**config.mk**
```make
export PLATFORM = sky130hd
export DESIGN_NAME = ap_bank_sequencer
export DESIGN_NICKNAME = d
export VERILOG_FILES = /design/src/ap_seq_pkg.sv /design/src/ap_bank_sequencer.sv /design/src/bank_timer.sv
export SDC_FILE = /design/constraint.sdc
export NUM_CORES = 1
export LEC_CHECK = 0
export ABC_CLOCK_PERIOD_IN_PS = 3140
export BUFFER_PORTS_ARGS = -buffer_cell sky130_fd_sc_hd__buf_2
export CAP_MARGIN = 5
export CORE_MARGIN = 10
export CORE_UTILIZATION = 39
export CTS_CLUSTER_SIZE = 30
export DETAILED_ROUTE_END_ITERATION = 6
export GPL_TIMING_DRIVEN = 0
export SLEW_MARGIN = 10
export SYNTH_ARGS = -nofsm -noshare
export SYNTH_HDL_FRONTEND = slang
export SYNTH_HIERARCHICAL = 1
export SYNTH_SLANG_ARGS = --single-unit
```
**constraint.sdc**
```tcl
create_clock -name clock_in -period 3.14 [get_ports clock_in]
set_clock_uncertainty 0.15 [all_clocks]
set_input_delay 0.628 -clock clock_in [delete_from_list [all_inputs] [get_ports clock_in]]
set_output_delay 0.628 -clock clock_in [all_outputs]
set_load 0.01 [all_outputs]
```
**src/ap_seq_pkg.sv**
```systemverilog
// Purpose: shared constants and types for the bank precharge sequencer
// Assumes: all delays count rising edges of the command clock
// Notes: command encodings cover only the commands that this block tracks
package ap_seq_pkg;
   localparam int unsigned NUM_BANKS = 8;
   localparam int unsigned CNT_W = 8;
   localparam int unsigned BURST_LEN = 8;
   localparam int unsigned READ_LAT = 6;
   localparam int unsigned WRITE_LAT = 4;
   // times in ns, plain defaults
   localparam int unsigned T_CK_NS = 160;
   localparam int unsigned T_RTP_NS = 8;
   localparam int unsigned T_WR_NS = 15;
   localparam int unsigned T_RPPB_NS = 18;
   localparam int unsigned T_RPAB_NS = 21;
   localparam int unsigned T_RC_NS = 60;
   localparam int unsigned T_DQSCK_MAX_NS = 6;
   localparam int unsigned T_WTR_NS = 8;
   // round-up counts in command clocks
   localparam int unsigned RTP_CK = (T_RTP_NS + T_CK_NS - 1) / T_CK_NS;
   localparam int unsigned WR_CK = (T_WR_NS + T_CK_NS - 1) / T_CK_NS;
   localparam int unsigned RPPB_CK = (T_RPPB_NS + T_CK_NS - 1) / T_CK_NS;
   localparam int unsigned RPAB_CK = (T_RPAB_NS + T_CK_NS - 1) / T_CK_NS;
   localparam int unsigned RC_CK = (T_RC_NS + T_CK_NS - 1) / T_CK_NS;
   localparam int unsigned DQSCK_CK = (T_DQSCK_MAX_NS + T_CK_NS - 1) / T_CK_NS;
   localparam int unsigned WTR_CK = (T_WTR_NS + T_CK_NS - 1) / T_CK_NS;
   // command/address bit positions
   localparam int unsigned CA_AUTO_CLOSE_BIT = 0;
   localparam int unsigned CA_ALL_BANK_BIT = 4;
   localparam int unsigned CA_BANK_LSB = 7;
   localparam int unsigned CA_BANK_MSB = 9;
   // rising-edge opcode patterns on ca[3:0] and their care masks
   localparam logic [3:0] OP_ACT_MASK = 4'h3;
   localparam logic [3:0] OP_ACT_VAL = 4'h2;
   localparam logic [3:0] OP_WR_MASK = 4'h7;
   localparam logic [3:0] OP_WR_VAL = 4'h1;
   localparam logic [3:0] OP_RD_MASK = 4'h7;
   localparam logic [3:0] OP_RD_VAL = 4'h5;
   localparam logic [3:0] OP_PRE_MASK = 4'hf;
   localparam logic [3:0] OP_PRE_VAL = 4'hb;

   typedef enum logic [2:0] {
      CMD_NONE = 3'h0,
      CMD_ACT = 3'h1,
      CMD_RD = 3'h2,
      CMD_WR = 3'h3,
      CMD_PRE = 3'h4
   } cmd_e;

   typedef struct packed {
      cmd_e kind;
      logic [2:0] bank;
      logic auto_close_flag;
      logic all_bank_flag;
   } cmd_s;

   // bank states, gray along idle, active, auto wait, precharging
   typedef enum logic [1:0] {
      BANK_IDLE = 2'h0,
      BANK_ACTIVE = 2'h1,
      BANK_AP_WAIT = 2'h3,
      BANK_PRECHARGING = 2'h2
   } bank_state_e;

   typedef struct packed {
      logic act;
      logic rd;
      logic wr;
      logic auto_close_flag;
      logic pre;
      logic all_bank_flag;
   } bank_evt_s;
endpackage

```
**src/ap_bank_sequencer.sv**
```systemverilog
// Purpose: samples the command bus on the command clock and sequences bank precharge
// Assumes: command clock far slower than clock_in; pins pass two flip-flops
// Notes: a decoded command takes effect half a command clock after its rising edge
`timescale 1ns/1ps
// Function
// - read or write carries auto_close_flag on CA0 at the falling edge.
// - without auto_close_flag the burst runs and the bank stays open.
// - read auto close starts at max(BL/2, BL/2-4+RU(tRTP/tCK)) clocks.
// - write auto close starts tWR clocks after the write burst ends.
// - precharge all_bank_flag on CA4 rising, else bank on CA9 to CA7.
module ap_bank_sequencer #(
   parameter int unsigned BL = ap_seq_pkg::BURST_LEN,
   parameter int unsigned RL = ap_seq_pkg::READ_LAT,
   parameter int unsigned WL = ap_seq_pkg::WRITE_LAT,
   parameter int unsigned RTP = ap_seq_pkg::RTP_CK,
   parameter int unsigned WR = ap_seq_pkg::WR_CK,
   parameter int unsigned RPPB = ap_seq_pkg::RPPB_CK,
   parameter int unsigned RPAB = ap_seq_pkg::RPAB_CK,
   parameter int unsigned RC = ap_seq_pkg::RC_CK,
   parameter int unsigned DQSCK = ap_seq_pkg::DQSCK_CK,
   parameter int unsigned WTR = ap_seq_pkg::WTR_CK
) (
   // clock and reset
   input wire logic clock_in,
   input wire logic rst_in,
   // command pins
   input wire logic ck_in,
   input wire logic cs_n_in,
   input wire logic [9:0] ca_in,
   // bank status
   output logic [ap_seq_pkg::NUM_BANKS-1:0] bank_open_out,
   output logic [ap_seq_pkg::NUM_BANKS-1:0] bank_precharging_out,
   output logic [ap_seq_pkg::NUM_BANKS-1:0] ap_start_out,
   // command checks
   output logic bank_error_out,
   output logic spacing_error_out
);
   localparam int unsigned HALF_BL = BL / 2;
   localparam int unsigned RD_PRE = HALF_BL + ((RTP > 4) ? RTP : 4) - 4;
   localparam int unsigned WR_PRE = WL + HALF_BL + WR + 1;
   localparam int unsigned RDAP_TO_WR = RL + HALF_BL + DQSCK + 1 - WL;
   localparam int unsigned WRAP_TO_RD = WL + HALF_BL + WTR + 1;
   localparam logic [7:0] ONE = 8'h01;

   // counters are 8 bits wide and the bank field is 3 bits
   if (ap_seq_pkg::CNT_W != 8 || ap_seq_pkg::NUM_BANKS != 8) begin : g_bad_width
      $error("counter or bank field width not supported");
   end
   if (BL < 8) begin : g_bad_bl
      $error("burst length below the prefetch size");
   end
   if (WL > RL + HALF_BL + DQSCK) begin : g_bad_lat
      $error("write latency makes the read to write gap negative");
   end
   if (RD_PRE > 255 || WR_PRE > 255 || RDAP_TO_WR > 255 || WRAP_TO_RD > 255) begin : g_bad_win
      $error("command window does not fit an 8-bit counter");
   end
   if (RC > 255 || RPPB > 255 || RPAB > 255) begin : g_bad_cnt
      $error("precharge or cycle count does not fit an 8-bit counter");
   end
   if (RPPB < 1 || RPAB < 1) begin : g_bad_rp
      $error("precharge period must span at least one command clock");
   end

   logic [2:0] ck_sync;
   logic cs_n_meta;
   logic cs_n_sync;
   logic [9:0] ca_meta;
   logic [9:0] ca_sync;
   logic ck_rise;
   logic ck_fall;
   logic [9:0] ca_rise;
   logic cs_sel;
   ap_seq_pkg::cmd_s cmd;
   logic [7:0] rd_gap;
   logic [7:0] wr_gap;
   logic [ap_seq_pkg::NUM_BANKS-1:0] bank_err;
   logic [ap_seq_pkg::NUM_BANKS-1:0] ap_pulse;
   logic op_pre;
   logic op_rd;
   logic op_wr;
   logic op_act;

   // pins cross into clock_in through two flops before anything reads them
   // ca is held for a whole half period, so one cycle of skew against ck is harmless
   always_ff @(posedge clock_in) begin
      if (rst_in) begin
         ck_sync <= '0;
         cs_n_meta <= 1'b1;
         cs_n_sync <= 1'b1;
         ca_meta <= '0;
         ca_sync <= '0;
      end else begin
         ck_sync <= {ck_sync[1:0], ck_in};
         cs_n_meta <= cs_n_in;
         cs_n_sync <= cs_n_meta;
         ca_meta <= ca_in;
         ca_sync <= ca_meta;
      end
   end
   assign ck_rise = ck_sync[1] && !ck_sync[2];
   assign ck_fall = !ck_sync[1] && ck_sync[2];

   // rising half holds opcode and bank, falling half holds the auto close bit
   // a cut frame never reaches its falling half, so it decodes as nothing
   always_ff @(posedge clock_in) begin
      if (rst_in) begin
         ca_rise <= '0;
         cs_sel <= 1'b0;
      end else if (ck_rise) begin
         ca_rise <= ca_sync;
         cs_sel <= !cs_n_sync;
      end else if (ck_fall) begin
         cs_sel <= 1'b0;
      end
   end

   // opcode match on the rising half; the patterns are disjoint
   assign op_pre = (ca_rise[3:0] & ap_seq_pkg::OP_PRE_MASK) == ap_seq_pkg::OP_PRE_VAL;
   assign op_rd = (ca_rise[3:0] & ap_seq_pkg::OP_RD_MASK) == ap_seq_pkg::OP_RD_VAL;
   assign op_wr = (ca_rise[3:0] & ap_seq_pkg::OP_WR_MASK) == ap_seq_pkg::OP_WR_VAL;
   assign op_act = (ca_rise[3:0] & ap_seq_pkg::OP_ACT_MASK) == ap_seq_pkg::OP_ACT_VAL;

   always_comb begin
      cmd.kind = ap_seq_pkg::CMD_NONE;
      cmd.bank = ca_rise[ap_seq_pkg::CA_BANK_MSB:ap_seq_pkg::CA_BANK_LSB];
      cmd.auto_close_flag = ca_sync[ap_seq_pkg::CA_AUTO_CLOSE_BIT];
      cmd.all_bank_flag = ca_rise[ap_seq_pkg::CA_ALL_BANK_BIT];
      if (ck_fall && cs_sel) begin
         if (op_pre) begin
            cmd.kind = ap_seq_pkg::CMD_PRE;
         end else if (op_rd) begin
            cmd.kind = ap_seq_pkg::CMD_RD;
         end else if (op_wr) begin
            cmd.kind = ap_seq_pkg::CMD_WR;
         end else if (op_act) begin
            cmd.kind = ap_seq_pkg::CMD_ACT;
         end
      end
   end

   // one timer per bank; precharge all fans out to every bank
   for (genvar b = 0; b < ap_seq_pkg::NUM_BANKS; b++) begin : g_bank
      ap_seq_pkg::bank_evt_s evt;
      ap_seq_pkg::bank_state_e st;
      logic hit;
      assign hit = cmd.bank == 3'(b);
      assign evt.act = cmd.kind == ap_seq_pkg::CMD_ACT && hit;
      assign evt.rd = cmd.kind == ap_seq_pkg::CMD_RD && hit;
      assign evt.wr = cmd.kind == ap_seq_pkg::CMD_WR && hit;
      assign evt.auto_close_flag = cmd.auto_close_flag;
      assign evt.pre = cmd.kind == ap_seq_pkg::CMD_PRE && (cmd.all_bank_flag || hit);
      assign evt.all_bank_flag = cmd.all_bank_flag;
      bank_timer #(
         .RD_AP_DLY(RD_PRE),
         .WR_AP_DLY(WR_PRE),
         .RD_PRE_WIN(RD_PRE),
         .WR_PRE_WIN(WR_PRE),
         .RPPB(RPPB),
         .RPAB(RPAB),
         .RC(RC)
      ) u_bank (
         .clock_in(clock_in),
         .rst_in(rst_in),
         .tick_in(ck_rise),
         .evt_in(evt),
         .state_out(st),
         .ap_start_out(ap_pulse[b]),
         .error_out(bank_err[b])
      );
      assign bank_open_out[b] = st == ap_seq_pkg::BANK_ACTIVE || st == ap_seq_pkg::BANK_AP_WAIT;
      assign bank_precharging_out[b] = st == ap_seq_pkg::BANK_PRECHARGING;
   end
   assign ap_start_out = ap_pulse;
   assign bank_error_out = |bank_err;

   // cross-bank gaps after auto close bursts; same-bank access is a bank error
   // overlapping bursts keep only the longer remaining window
   always_ff @(posedge clock_in) begin
      if (rst_in) begin
         rd_gap <= '0;
         wr_gap <= '0;
      end else if (cmd.kind == ap_seq_pkg::CMD_RD && cmd.auto_close_flag) begin
         rd_gap <= (rd_gap > HALF_BL[7:0]) ? rd_gap : HALF_BL[7:0];
         wr_gap <= (wr_gap > RDAP_TO_WR[7:0]) ? wr_gap : RDAP_TO_WR[7:0];
      end else if (cmd.kind == ap_seq_pkg::CMD_WR && cmd.auto_close_flag) begin
         rd_gap <= (rd_gap > WRAP_TO_RD[7:0]) ? rd_gap : WRAP_TO_RD[7:0];
         wr_gap <= (wr_gap > HALF_BL[7:0]) ? wr_gap : HALF_BL[7:0];
      end else if (ck_rise) begin
         rd_gap <= (rd_gap != '0) ? rd_gap - ONE : rd_gap;
         wr_gap <= (wr_gap != '0) ? wr_gap - ONE : wr_gap;
      end
   end

   // precharge to precharge is one clock, met by any two commands
   // a running auto close burst is never cut short by this block
   always_ff @(posedge clock_in) begin
      if (rst_in) begin
         spacing_error_out <= 1'b0;
      end else begin
         spacing_error_out <= (cmd.kind == ap_seq_pkg::CMD_RD && rd_gap != '0) ||
                              (cmd.kind == ap_seq_pkg::CMD_WR && wr_gap != '0);
      end
   end
endmodule

```
**src/bank_timer.sv**
```systemverilog
// Purpose: one bank's state and its precharge, tRP and tRC counters
// Assumes: events arrive on falling-edge decode, ticks on rising edges
// Notes: events and ticks never share a cycle
`timescale 1ns/1ps
module bank_timer #(
   parameter int unsigned RD_AP_DLY = 4,
   parameter int unsigned WR_AP_DLY = 10,
   parameter int unsigned RD_PRE_WIN = 4,
   parameter int unsigned WR_PRE_WIN = 10,
   parameter int unsigned RPPB = 1,
   parameter int unsigned RPAB = 1,
   parameter int unsigned RC = 1
) (
   // clock and reset
   input wire logic clock_in,
   input wire logic rst_in,
   // timing and commands
   input wire logic tick_in,
   input wire ap_seq_pkg::bank_evt_s evt_in,
   // status
   output ap_seq_pkg::bank_state_e state_out,
   output logic ap_start_out,
   output logic error_out
);
   localparam logic [ap_seq_pkg::CNT_W-1:0] ONE = 8'h01;
   ap_seq_pkg::bank_state_e state;
   logic [ap_seq_pkg::CNT_W-1:0] ap_cnt;
   logic [ap_seq_pkg::CNT_W-1:0] rp_cnt;
   logic [ap_seq_pkg::CNT_W-1:0] rc_cnt;
   logic [ap_seq_pkg::CNT_W-1:0] pre_win;
   logic [ap_seq_pkg::CNT_W-1:0] next_win;
   logic ap_fire;

   assign state_out = state;
   assign ap_fire = tick_in && state == ap_seq_pkg::BANK_AP_WAIT && ap_cnt == ONE;
   always_comb begin
      next_win = pre_win;
      if (evt_in.rd && pre_win < RD_PRE_WIN[7:0]) begin
         next_win = RD_PRE_WIN[7:0];
      end else if (evt_in.wr && pre_win < WR_PRE_WIN[7:0]) begin
         next_win = WR_PRE_WIN[7:0];
      end
   end

   always_ff @(posedge clock_in) begin
      if (rst_in) begin
         state <= ap_seq_pkg::BANK_IDLE;
         ap_cnt <= '0;
      end else begin
         case (state)
            ap_seq_pkg::BANK_IDLE: begin
               if (evt_in.act) begin
                  state <= ap_seq_pkg::BANK_ACTIVE;
               end else if (evt_in.pre) begin
                  state <= ap_seq_pkg::BANK_PRECHARGING;
               end
            end
            ap_seq_pkg::BANK_ACTIVE: begin
               if ((evt_in.rd || evt_in.wr) && evt_in.auto_close_flag) begin
                  state <= ap_seq_pkg::BANK_AP_WAIT;
                  ap_cnt <= evt_in.rd ? RD_AP_DLY[7:0] : WR_AP_DLY[7:0];
               end else if (evt_in.pre) begin
                  state <= ap_seq_pkg::BANK_PRECHARGING;
               end
               // plain read or write keeps the row open
            end
            ap_seq_pkg::BANK_AP_WAIT: begin
               if (tick_in) begin
                  ap_cnt <= ap_cnt - ONE;
                  if (ap_cnt == ONE) begin
                     state <= ap_seq_pkg::BANK_PRECHARGING;
                  end
               end
            end
            ap_seq_pkg::BANK_PRECHARGING: begin
               if (evt_in.act && rp_cnt == '0) begin
                  state <= ap_seq_pkg::BANK_ACTIVE;
               end else if (tick_in && rp_cnt == ONE) begin
                  state <= ap_seq_pkg::BANK_IDLE;
               end
            end
            default: state <= ap_seq_pkg::BANK_IDLE;
         endcase
      end
   end

   // precharge period restarts from the latest precharge that covered the bank, except one that arrives during the auto close wait
   always_ff @(posedge clock_in) begin
      if (rst_in) begin
         rp_cnt <= '0;
      end else if (ap_fire) begin
         rp_cnt <= RPPB[7:0];
      end else if (evt_in.pre && state != ap_seq_pkg::BANK_AP_WAIT) begin
         rp_cnt <= evt_in.all_bank_flag ? RPAB[7:0] : RPPB[7:0];
      end else if (tick_in && rp_cnt != '0) begin
         rp_cnt <= rp_cnt - ONE;
      end
   end

   always_ff @(posedge clock_in) begin
      if (rst_in) begin
         rc_cnt <= '0;
      end else if (evt_in.act) begin
         rc_cnt <= RC[7:0];
      end else if (tick_in && rc_cnt != '0) begin
         rc_cnt <= rc_cnt - ONE;
      end
   end

   always_ff @(posedge clock_in) begin
      if (rst_in) begin
         pre_win <= '0;
      end else if (evt_in.rd || evt_in.wr) begin
         pre_win <= next_win;
      end else if (tick_in && pre_win != '0) begin
         pre_win <= pre_win - ONE;
      end
   end

   always_ff @(posedge clock_in) begin
      if (rst_in) begin
         ap_start_out <= 1'b0;
         error_out <= 1'b0;
      end else begin
         ap_start_out <= ap_fire;
         // activate needs idle bank with tRP and tRC both spent
         // read or write needs an open bank with no auto close pending
         // precharge inside the read or write window
         error_out <= (evt_in.act && (state == ap_seq_pkg::BANK_ACTIVE ||
                       state == ap_seq_pkg::BANK_AP_WAIT || rp_cnt != '0 || rc_cnt != '0)) ||
                      ((evt_in.rd || evt_in.wr) && state != ap_seq_pkg::BANK_ACTIVE) ||
                      (evt_in.pre && pre_win != '0);
      end
   end
endmodule

```
==> flow_summary_export.csv, run 1 <==
group,metric,value,unit
pwr,leakage,7.34,nW
worst_setup_path,critPathCaptureType,"register",
synthesis,ys_warn_count,6,
cells_and_area,n_antenna_cell,0,
sta,slew_headroom,0.288,
synthesis,synth_top_area_frac,0.373,
synthesis,ys_seq_elements,335,
die,ios,40,
synthesis,synth_cell_types,83,
route,route.detailed.drc,0,
clocking,clk_latency,0.56,ns
die,rows,78,
synthesis,synth.area.mux_share,0.0118,
status,outcome,"finished clean",
sta,drv_slew,0,
route,wl_per_cell,14.4,microns
die,fp.coreArea,45500,sq um
synthesis,synth_area_leader_cell,"dfxtp_1",
placed_design,place_hpwl,29000,microns
synthesis,syn_area_per_cell,8.20,sq um
placed_design,placement.cell_area,19000,sq um
route,route.antenna.remaining_nets,0,
die,fp.dieH,235,microns
synthesis,synth_edf_count,0,
sta,rsz0062_at_grt,"yes",
cells_and_area,area_growth,12.9,%
synthesis,syn-num-nets,2284,
worst_setup_path,worst-path-buf-inv,1,
worst_setup_path,cp-start-kind,"register",
sta,min_period,3.02,ns
job,maxCapViolations,0,
worst_setup_path,crit_top_cell,"o21ai_0",
synthesis,synth_fa_ha_area_frac,0.0543,
grt,antenna_found_initial,0,
synthesis,seq_area_frac_synth,0.373,
route,via_per_inst,5.36,
sta,max_freq,331,MHz
die,dieArea,55100,sq um
worst_setup_path,worstSetupPathType,"register to register",
synthesis,synth-compound-area-share,0.161,
worst_setup_path,worstPathCellList,"inv_1, ha_1, and4b_4, nand2_2, nor2_1, o21ai_0, o21ai_2, and2_1, o21ai_0, a32o_1",
sta,finalSetupViolations,0,
worst_setup_path,arrival,3.31,ns
cells_and_area,finish.utilization,0.447,
clocking,clk_pin_slew,0.06,ns
grt,grt_pass1_wl,70200,microns
clocking,clock_path_buffers,3,
worst_setup_path,crit_path_top_delay_cell,"nor2_1",
pwr,ir_worst_vdd,313,uV
worst_setup_path,crit_fanout,8,
clocking,numCtsBuffers,40,
die,initial_core_util,0.395,
synthesis,synth-simple-area-share,0.294,
route,wl,41900,microns
synthesis,synth_xor_area_frac,0.0633,
cells_and_area,drive_gt1_frac,0.112,
synthesis,syn-cell-area,18000,sq um
die,die_width,235,microns
grt,grt_pass1_vias,14700,
synthesis,synth_top_family_by_area,"simple AND/OR/NAND/NOR gates",
clocking,cts_root_buffer,"clkbuf_16",
pwr,p_per_area,483,nW/um^2
worst_setup_path,required,3.43,ns
synthesis,synthFlopType,"dfxtp_1",
cells_and_area,fin_nets,2364,
placed_design,gp_congestion,0.872,
cells_and_area,design_area,20300,sq um
clocking,tritoncts,"built",
synthesis,synth.area.top_cells,"dfxtp_1 (37%), nor2_1 (6.5%), ha_1 (5.4%), a21oi_1 (4.1%), xnor2_1 (3.5%)",
clocking,cts.sinks,335,
route,via_count,15500,
sta,worst_pin_slew,1.07,ns
grt,grt_max_degree,44,
clocking,cts.htree.levels,2,
route,drtPass1Iterations,5,
worst_setup_path,slowest_delay,0.45,ns
grt,gr-total-overflow,0,
sta,fin_crit_sh,0.962,
grt,grtUsageTotal,0.145,
hold_path,hold_path_class,"primary input to register",
synthesis,syn_inst,2192,
clocking,holdBufCountCts,0,
worst_setup_path,critPathTopFamily,"simple AND/OR/NAND/NOR gates",
route,first_iter_violations,992,
placed_design,port-buffer-count,37,
sta,finalHoldViolCount,0,
synthesis,async_flop_share,0,
[power by group]
part           switching [W]  total (W)  internal (W)
combinational       0.000523   0.000907      0.000384
sequential         0.0000924    0.00443       0.00434
clock                0.00180    0.00448       0.00269
[worst paths after layout]
kind,cells after the start,to,start,slack (ns)
setup / recovery,10,g_bank[7].u_bank/ap_cnt[2],ck_sync[1],0.12
hold / removal,2,ca_meta[9],ca_in[9],0.13
setup reg to reg,10,g_bank[7].u_bank/ap_cnt[2],ck_sync[1],0.12
hold reg to reg,1,cs_n_sync,cs_n_meta,0.27
[synth_stat cells (8+ instances only)]
| library cell | n |
|---|---|
| a22oi_1 | 15 |
| a211oi_1 | 16 |
| nand4_1 | 20 |
| nor2_1 | 310 |
| and3_1 | 16 |
| or3_1 | 42 |
| or2b_1 | 9 |
| and2_1 | 14 |
| nand4b_1 | 10 |
| xnor2_1 | 72 |
| a31oi_1 | 24 |
| nand3b_1 | 17 |
| buf_6 | 8 |
| o211ai_1 | 22 |
| o21ai_1 | 9 |
| inv_1 | 95 |
| or4b_1 | 8 |
| buf_2 | 15 |
| nor2b_1 | 44 |
| nor4b_1 | 8 |
| o21ai_0 | 105 |
| or4_1 | 17 |
| and3_2 | 15 |
| nand3_1 | 84 |
| dfxtp_1 | 335 |
| nor3_1 | 79 |
| a21o_2 | 8 |
| nor4_1 | 56 |
| o21a_1 | 10 |
| a21boi_0 | 9 |
| a21oi_1 | 147 |
| nor3b_1 | 13 |
| mux2i_1 | 19 |
| nand2_1 | 160 |
| xor2_1 | 58 |
| nor4_2 | 9 |
| or2_2 | 13 |
| clkbuf_1 | 57 |
| ha_1 | 78 |
| nand2b_1 | 31 |
[area by class of cell]
cell class / instances / area (sq um)
Sequential cell: 335 / 6710
Inverter: 95 / 357
Fill cell: 4526 / 25200
Timing Repair Buffer: 41 / 228
Clock inverter: 5 / 38.8
Buffer: 80 / 382
Clock buffer: 65 / 1240
Multi-Input combinational cell: 1679 / 10600
Tap cell: 600 / 751
[cell families after synthesis]
logic type,Yosys count
AO/OA/AOI/OAI,444
XOR/XNOR,130
adder cells (fa/ha/maj),78
buffers and inverters,178
flip-flops,335
multiplexers,21
AND/OR/NAND/NOR,1006
[stage by stage]
step / setup WS [ns] / TNS (ns) / hold WS (ns) / cells / power (W)
after floorplan: 0.227 / 0 / 0.239 / 2192 / 0.00521
after global placement: -0.406 / -39.76 / 0.247 / 2829 / 0.00540
after detailed placement: -0.473 / -19.69 / 0.252 / 2831 / 0.00542
after CTS: 0.00750 / 0 / 0.107 / 2900 / 0.00998
after global routing: -0.101 / -1.26 / 0.113 / 2900 / 0.0103
final: 0.120 / 0 / 0.134 / 2900 / 0.00982
[layout by cell type, fill, tap and decap left out, types with 12 or more instances in the layout]
cell / instances
and3_2: 15
clkbuf_16: 41
clkbuf_8: 12
nor2b_1: 44
nand3b_1: 17
nand2b_1: 31
buf_2: 52
xor2_1: 58
a21oi_1: 147
ha_1: 77
clkbuf_1: 65
dfxtp_1: 335
a22oi_1: 15
or3_1: 42
nand2_1: 159
nand3_1: 84
o211ai_1: 22
mux2i_1: 19
and2_1: 14
o21ai_0: 102
nor4_1: 56
a31oi_1: 24
nand4_1: 20
xnor2_1: 72
nor2_1: 300
a211oi_1: 16
nor3b_1: 13
or2_2: 13
and3_1: 16
nor3_1: 78
inv_1: 95
or4_1: 17
[flip-flops by register name, indices dropped and copies added (netlist names), 16 cells and up]
name and count:
g_bank.u_bank/ap_cnt 64, g_bank.u_bank/pre_win 64, g_bank.u_bank/rc_cnt 64, g_bank.u_bank/rp_cnt 64
g_bank.u_bank/state_out 16
[metal layers]
layer | share of wire | wire, microns | up-vias | track usage
met1 | 0.48 | 20000 | 7303 | 0.192
met2 | 0.45 | 18800 | 275 | 0.230
met5 | 0 | 0 | - | 0
li1 | - | - | 7907 | -
met4 | 0.022 | 931 | 0 | 0.0454
met3 | 0.053 | 2200 | 57 | 0.0289
[what timing repair did]
| item | CTS | global route |
|---|---|---|
| resized for setup | 13 | 18 |
| setup buffers | 0 | 2 |
| pin swaps | 0 | 4 |
| endpoints found under the setup margin | 128 | 124 |
Power figures use the tool's default switching activity.
==> run 2, diff against run 1 <==
Settings changed: CORE_ASPECT_RATIO set to 1.75.
==> flow_summary_export.csv, run 2 (same netlist as run 1, synthesis figures left out) <==
group,metric,value,unit
status,outcome,"finished clean",
pwr,comb_power_share,0.091,
pwr,switchingPower,0.00240,W
pwr,power.total,0.0102,W
placed_design,place_inst,2814,
pwr,leakage,7.38,nW
cells_and_area,area_growth,13.4,%
sta,worst_pin_slew,1.11,ns
clocking,tritoncts,"built",
clocking,clk_pin_slew,0.06,ns
clocking,cts.htree.levels,2,
route,first_iter_violations,909,
clocking,numCtsBuffers,35,
sta,fin_crit_sh,0.969,
sta,drv_slew,0,
route,drtPass1Iterations,5,
sta,finalHoldViolCount,0,
route,route.antenna.remaining_nets,0,
clocking,clock_path_buffers,3,
sta,rsz0062_at_grt,"yes",
placed_design,place_hpwl,31300,microns
worst_setup_path,crit_path_top_delay_cell,"nor2_1",
cells_and_area,n_antenna_cell,0,
clocking,holdBufCountCts,0,
route,wl_per_cell,15.2,microns
grt,grt_pass1_wl,73200,microns
die,fp.coreArea,45800,sq um
route,via_count,15800,
worst_setup_path,worstSetupPathType,"register to register",
route,route.detailed.drc,0,
cells_and_area,drive_gt1_frac,0.114,
cells_and_area,final_cells,2879,
job,maxCapViolations,0,
die,die_width,182,microns
worst_setup_path,arrival,3.35,ns
worst_setup_path,worstPathCellList,"inv_1, ha_1, and4b_4, nand2_2, nor2_1, o21ai_0, o21ai_2, and2_1, o211ai_1, a21oi_1",
route,via_per_inst,5.48,
pwr,ir_worst_vdd,408,uV
worst_setup_path,required,3.44,ns
cells_and_area,finish.utilization,0.445,
cells_and_area,final_cell_mix,"dfxtp_1 (335), nor2_1 (299), nand2_1 (159)",
clocking,clk_latency,0.53,ns
pwr,power_frac_clock,0.473,
route,wl,43900,microns
sta,max_freq,329,MHz
pwr,pwr-share-seq,0.437,
grt,antenna_found_initial,2,
die,dieArea,55400,sq um
grt,grtUsageTotal,0.152,
cells_and_area,final_common_cell,"dfxtp_1",
sta,fin_setup_tns,0,ns
hold_path,hold_path_class,"primary input to register",
placed_design,gp_congestion,0.916,
clocking,cts.sinks,335,
grt,gr-total-overflow,0,
die,rows,104,
worst_setup_path,slowest_delay,0.47,ns
placed_design,port-buffer-count,37,
grt,grt_pass1_vias,15600,
sta,min_period,3.04,ns
clocking,cts_root_buffer,"clkbuf_16",
sta,finalSetupViolations,0,
die,initial_core_util,0.393,
pwr,p_per_area,498,nW/um^2
sta,slew_headroom,0.260,
worst_setup_path,crit_fanout,8,
pwr,p_int,0.00775,W
worst_setup_path,cp-start-kind,"register",
die,fp.dieH,304,microns
die,ios,40,
pwr,swShare,0.236,
worst_setup_path,critPathCaptureType,"register",
grt,grt_max_degree,44,
cells_and_area,fin_nets,2363,
run 2: final cells by class:
| class | count | area [sq um] |
|---|---|---|
| fillers | 4611 | 25400 |
| multi-input cells | 1679 | 10600 |
| flip-flops and latches | 335 | 6710 |
| clock buffers | 48 | 1030 |
| well taps | 583 | 729 |
| plain buffers | 80 | 382 |
| inverters | 95 | 357 |
| clock inverters | 14 | 300 |
| repair buffers | 45 | 265 |
run 2: metal layers:
metal | up-vias | GRT usage | wire length [microns]
met5 | - | 0 | 17
met4 | 2 | 0.0602 | 1280
met3 | 89 | 0.0205 | 1650
met2 | 294 | 0.286 | 23100
met1 | 7490 | 0.165 | 17800
li1 | 7889 | - | -
run 2: what timing repair did:
item,in CTS,in global routing
setup endpoints to repair,128,108
buffers inserted,0,6
pin swaps,1,6
cloned,0,0
resized for setup,17,15
run 2: final timing paths:
path / cells past startpoint / startpoint / to / slack (ns)
worst min-delay path: 2 / ca_in[0] / ca_meta[0] / 0.17
worst min register to register: 1 / ca_meta[0] / ca_sync[0] / 0.28
worst max register to register: 10 / ck_sync[1] / g_bank[5].u_bank/ap_cnt[3] / 0.1
worst max-delay path: 10 / ck_sync[1] / g_bank[5].u_bank/ap_cnt[3] / 0.1
run 2: critical path, delay by kind of cell, from the launching register on:
kind | cells | cell delay, ns
simple gates | 4 | 1.26
buf+inv | 1 | 0.08
flops | 1 | 0.32
compound gates | 4 | 0.95
fa+ha+maj | 1 | 0.21
run 2: power by group through the flow:
stage	registers (W)	clock network (W)	logic, W
2_1_floorplan	0.00450	0	0.000713
3_3_place_gp	0.00452	0	0.000893
3_5_place_dp	0.00452	0	0.000913
4_1_cts	0.00443	0.00496	0.000917
5_1_grt	0.00444	0.00511	0.00103
6_report	0.00443	0.00480	0.000919
run 2: per-stage QoR:
| stage | setup WS (ns) | cell area, sq um | hold WS, ns |
|---|---|---|---|
| global route | -0.0511 | 20400 | 0.156 |
| detailed placement | -0.399 | 18900 | 0.264 |
| floorplan | 0.227 | 18000 | 0.239 |
| CTS | -0.00316 | 20300 | 0.140 |
| finish | 0.0964 | 20400 | 0.166 |
| global placement | -0.386 | 18900 | 0.276 |
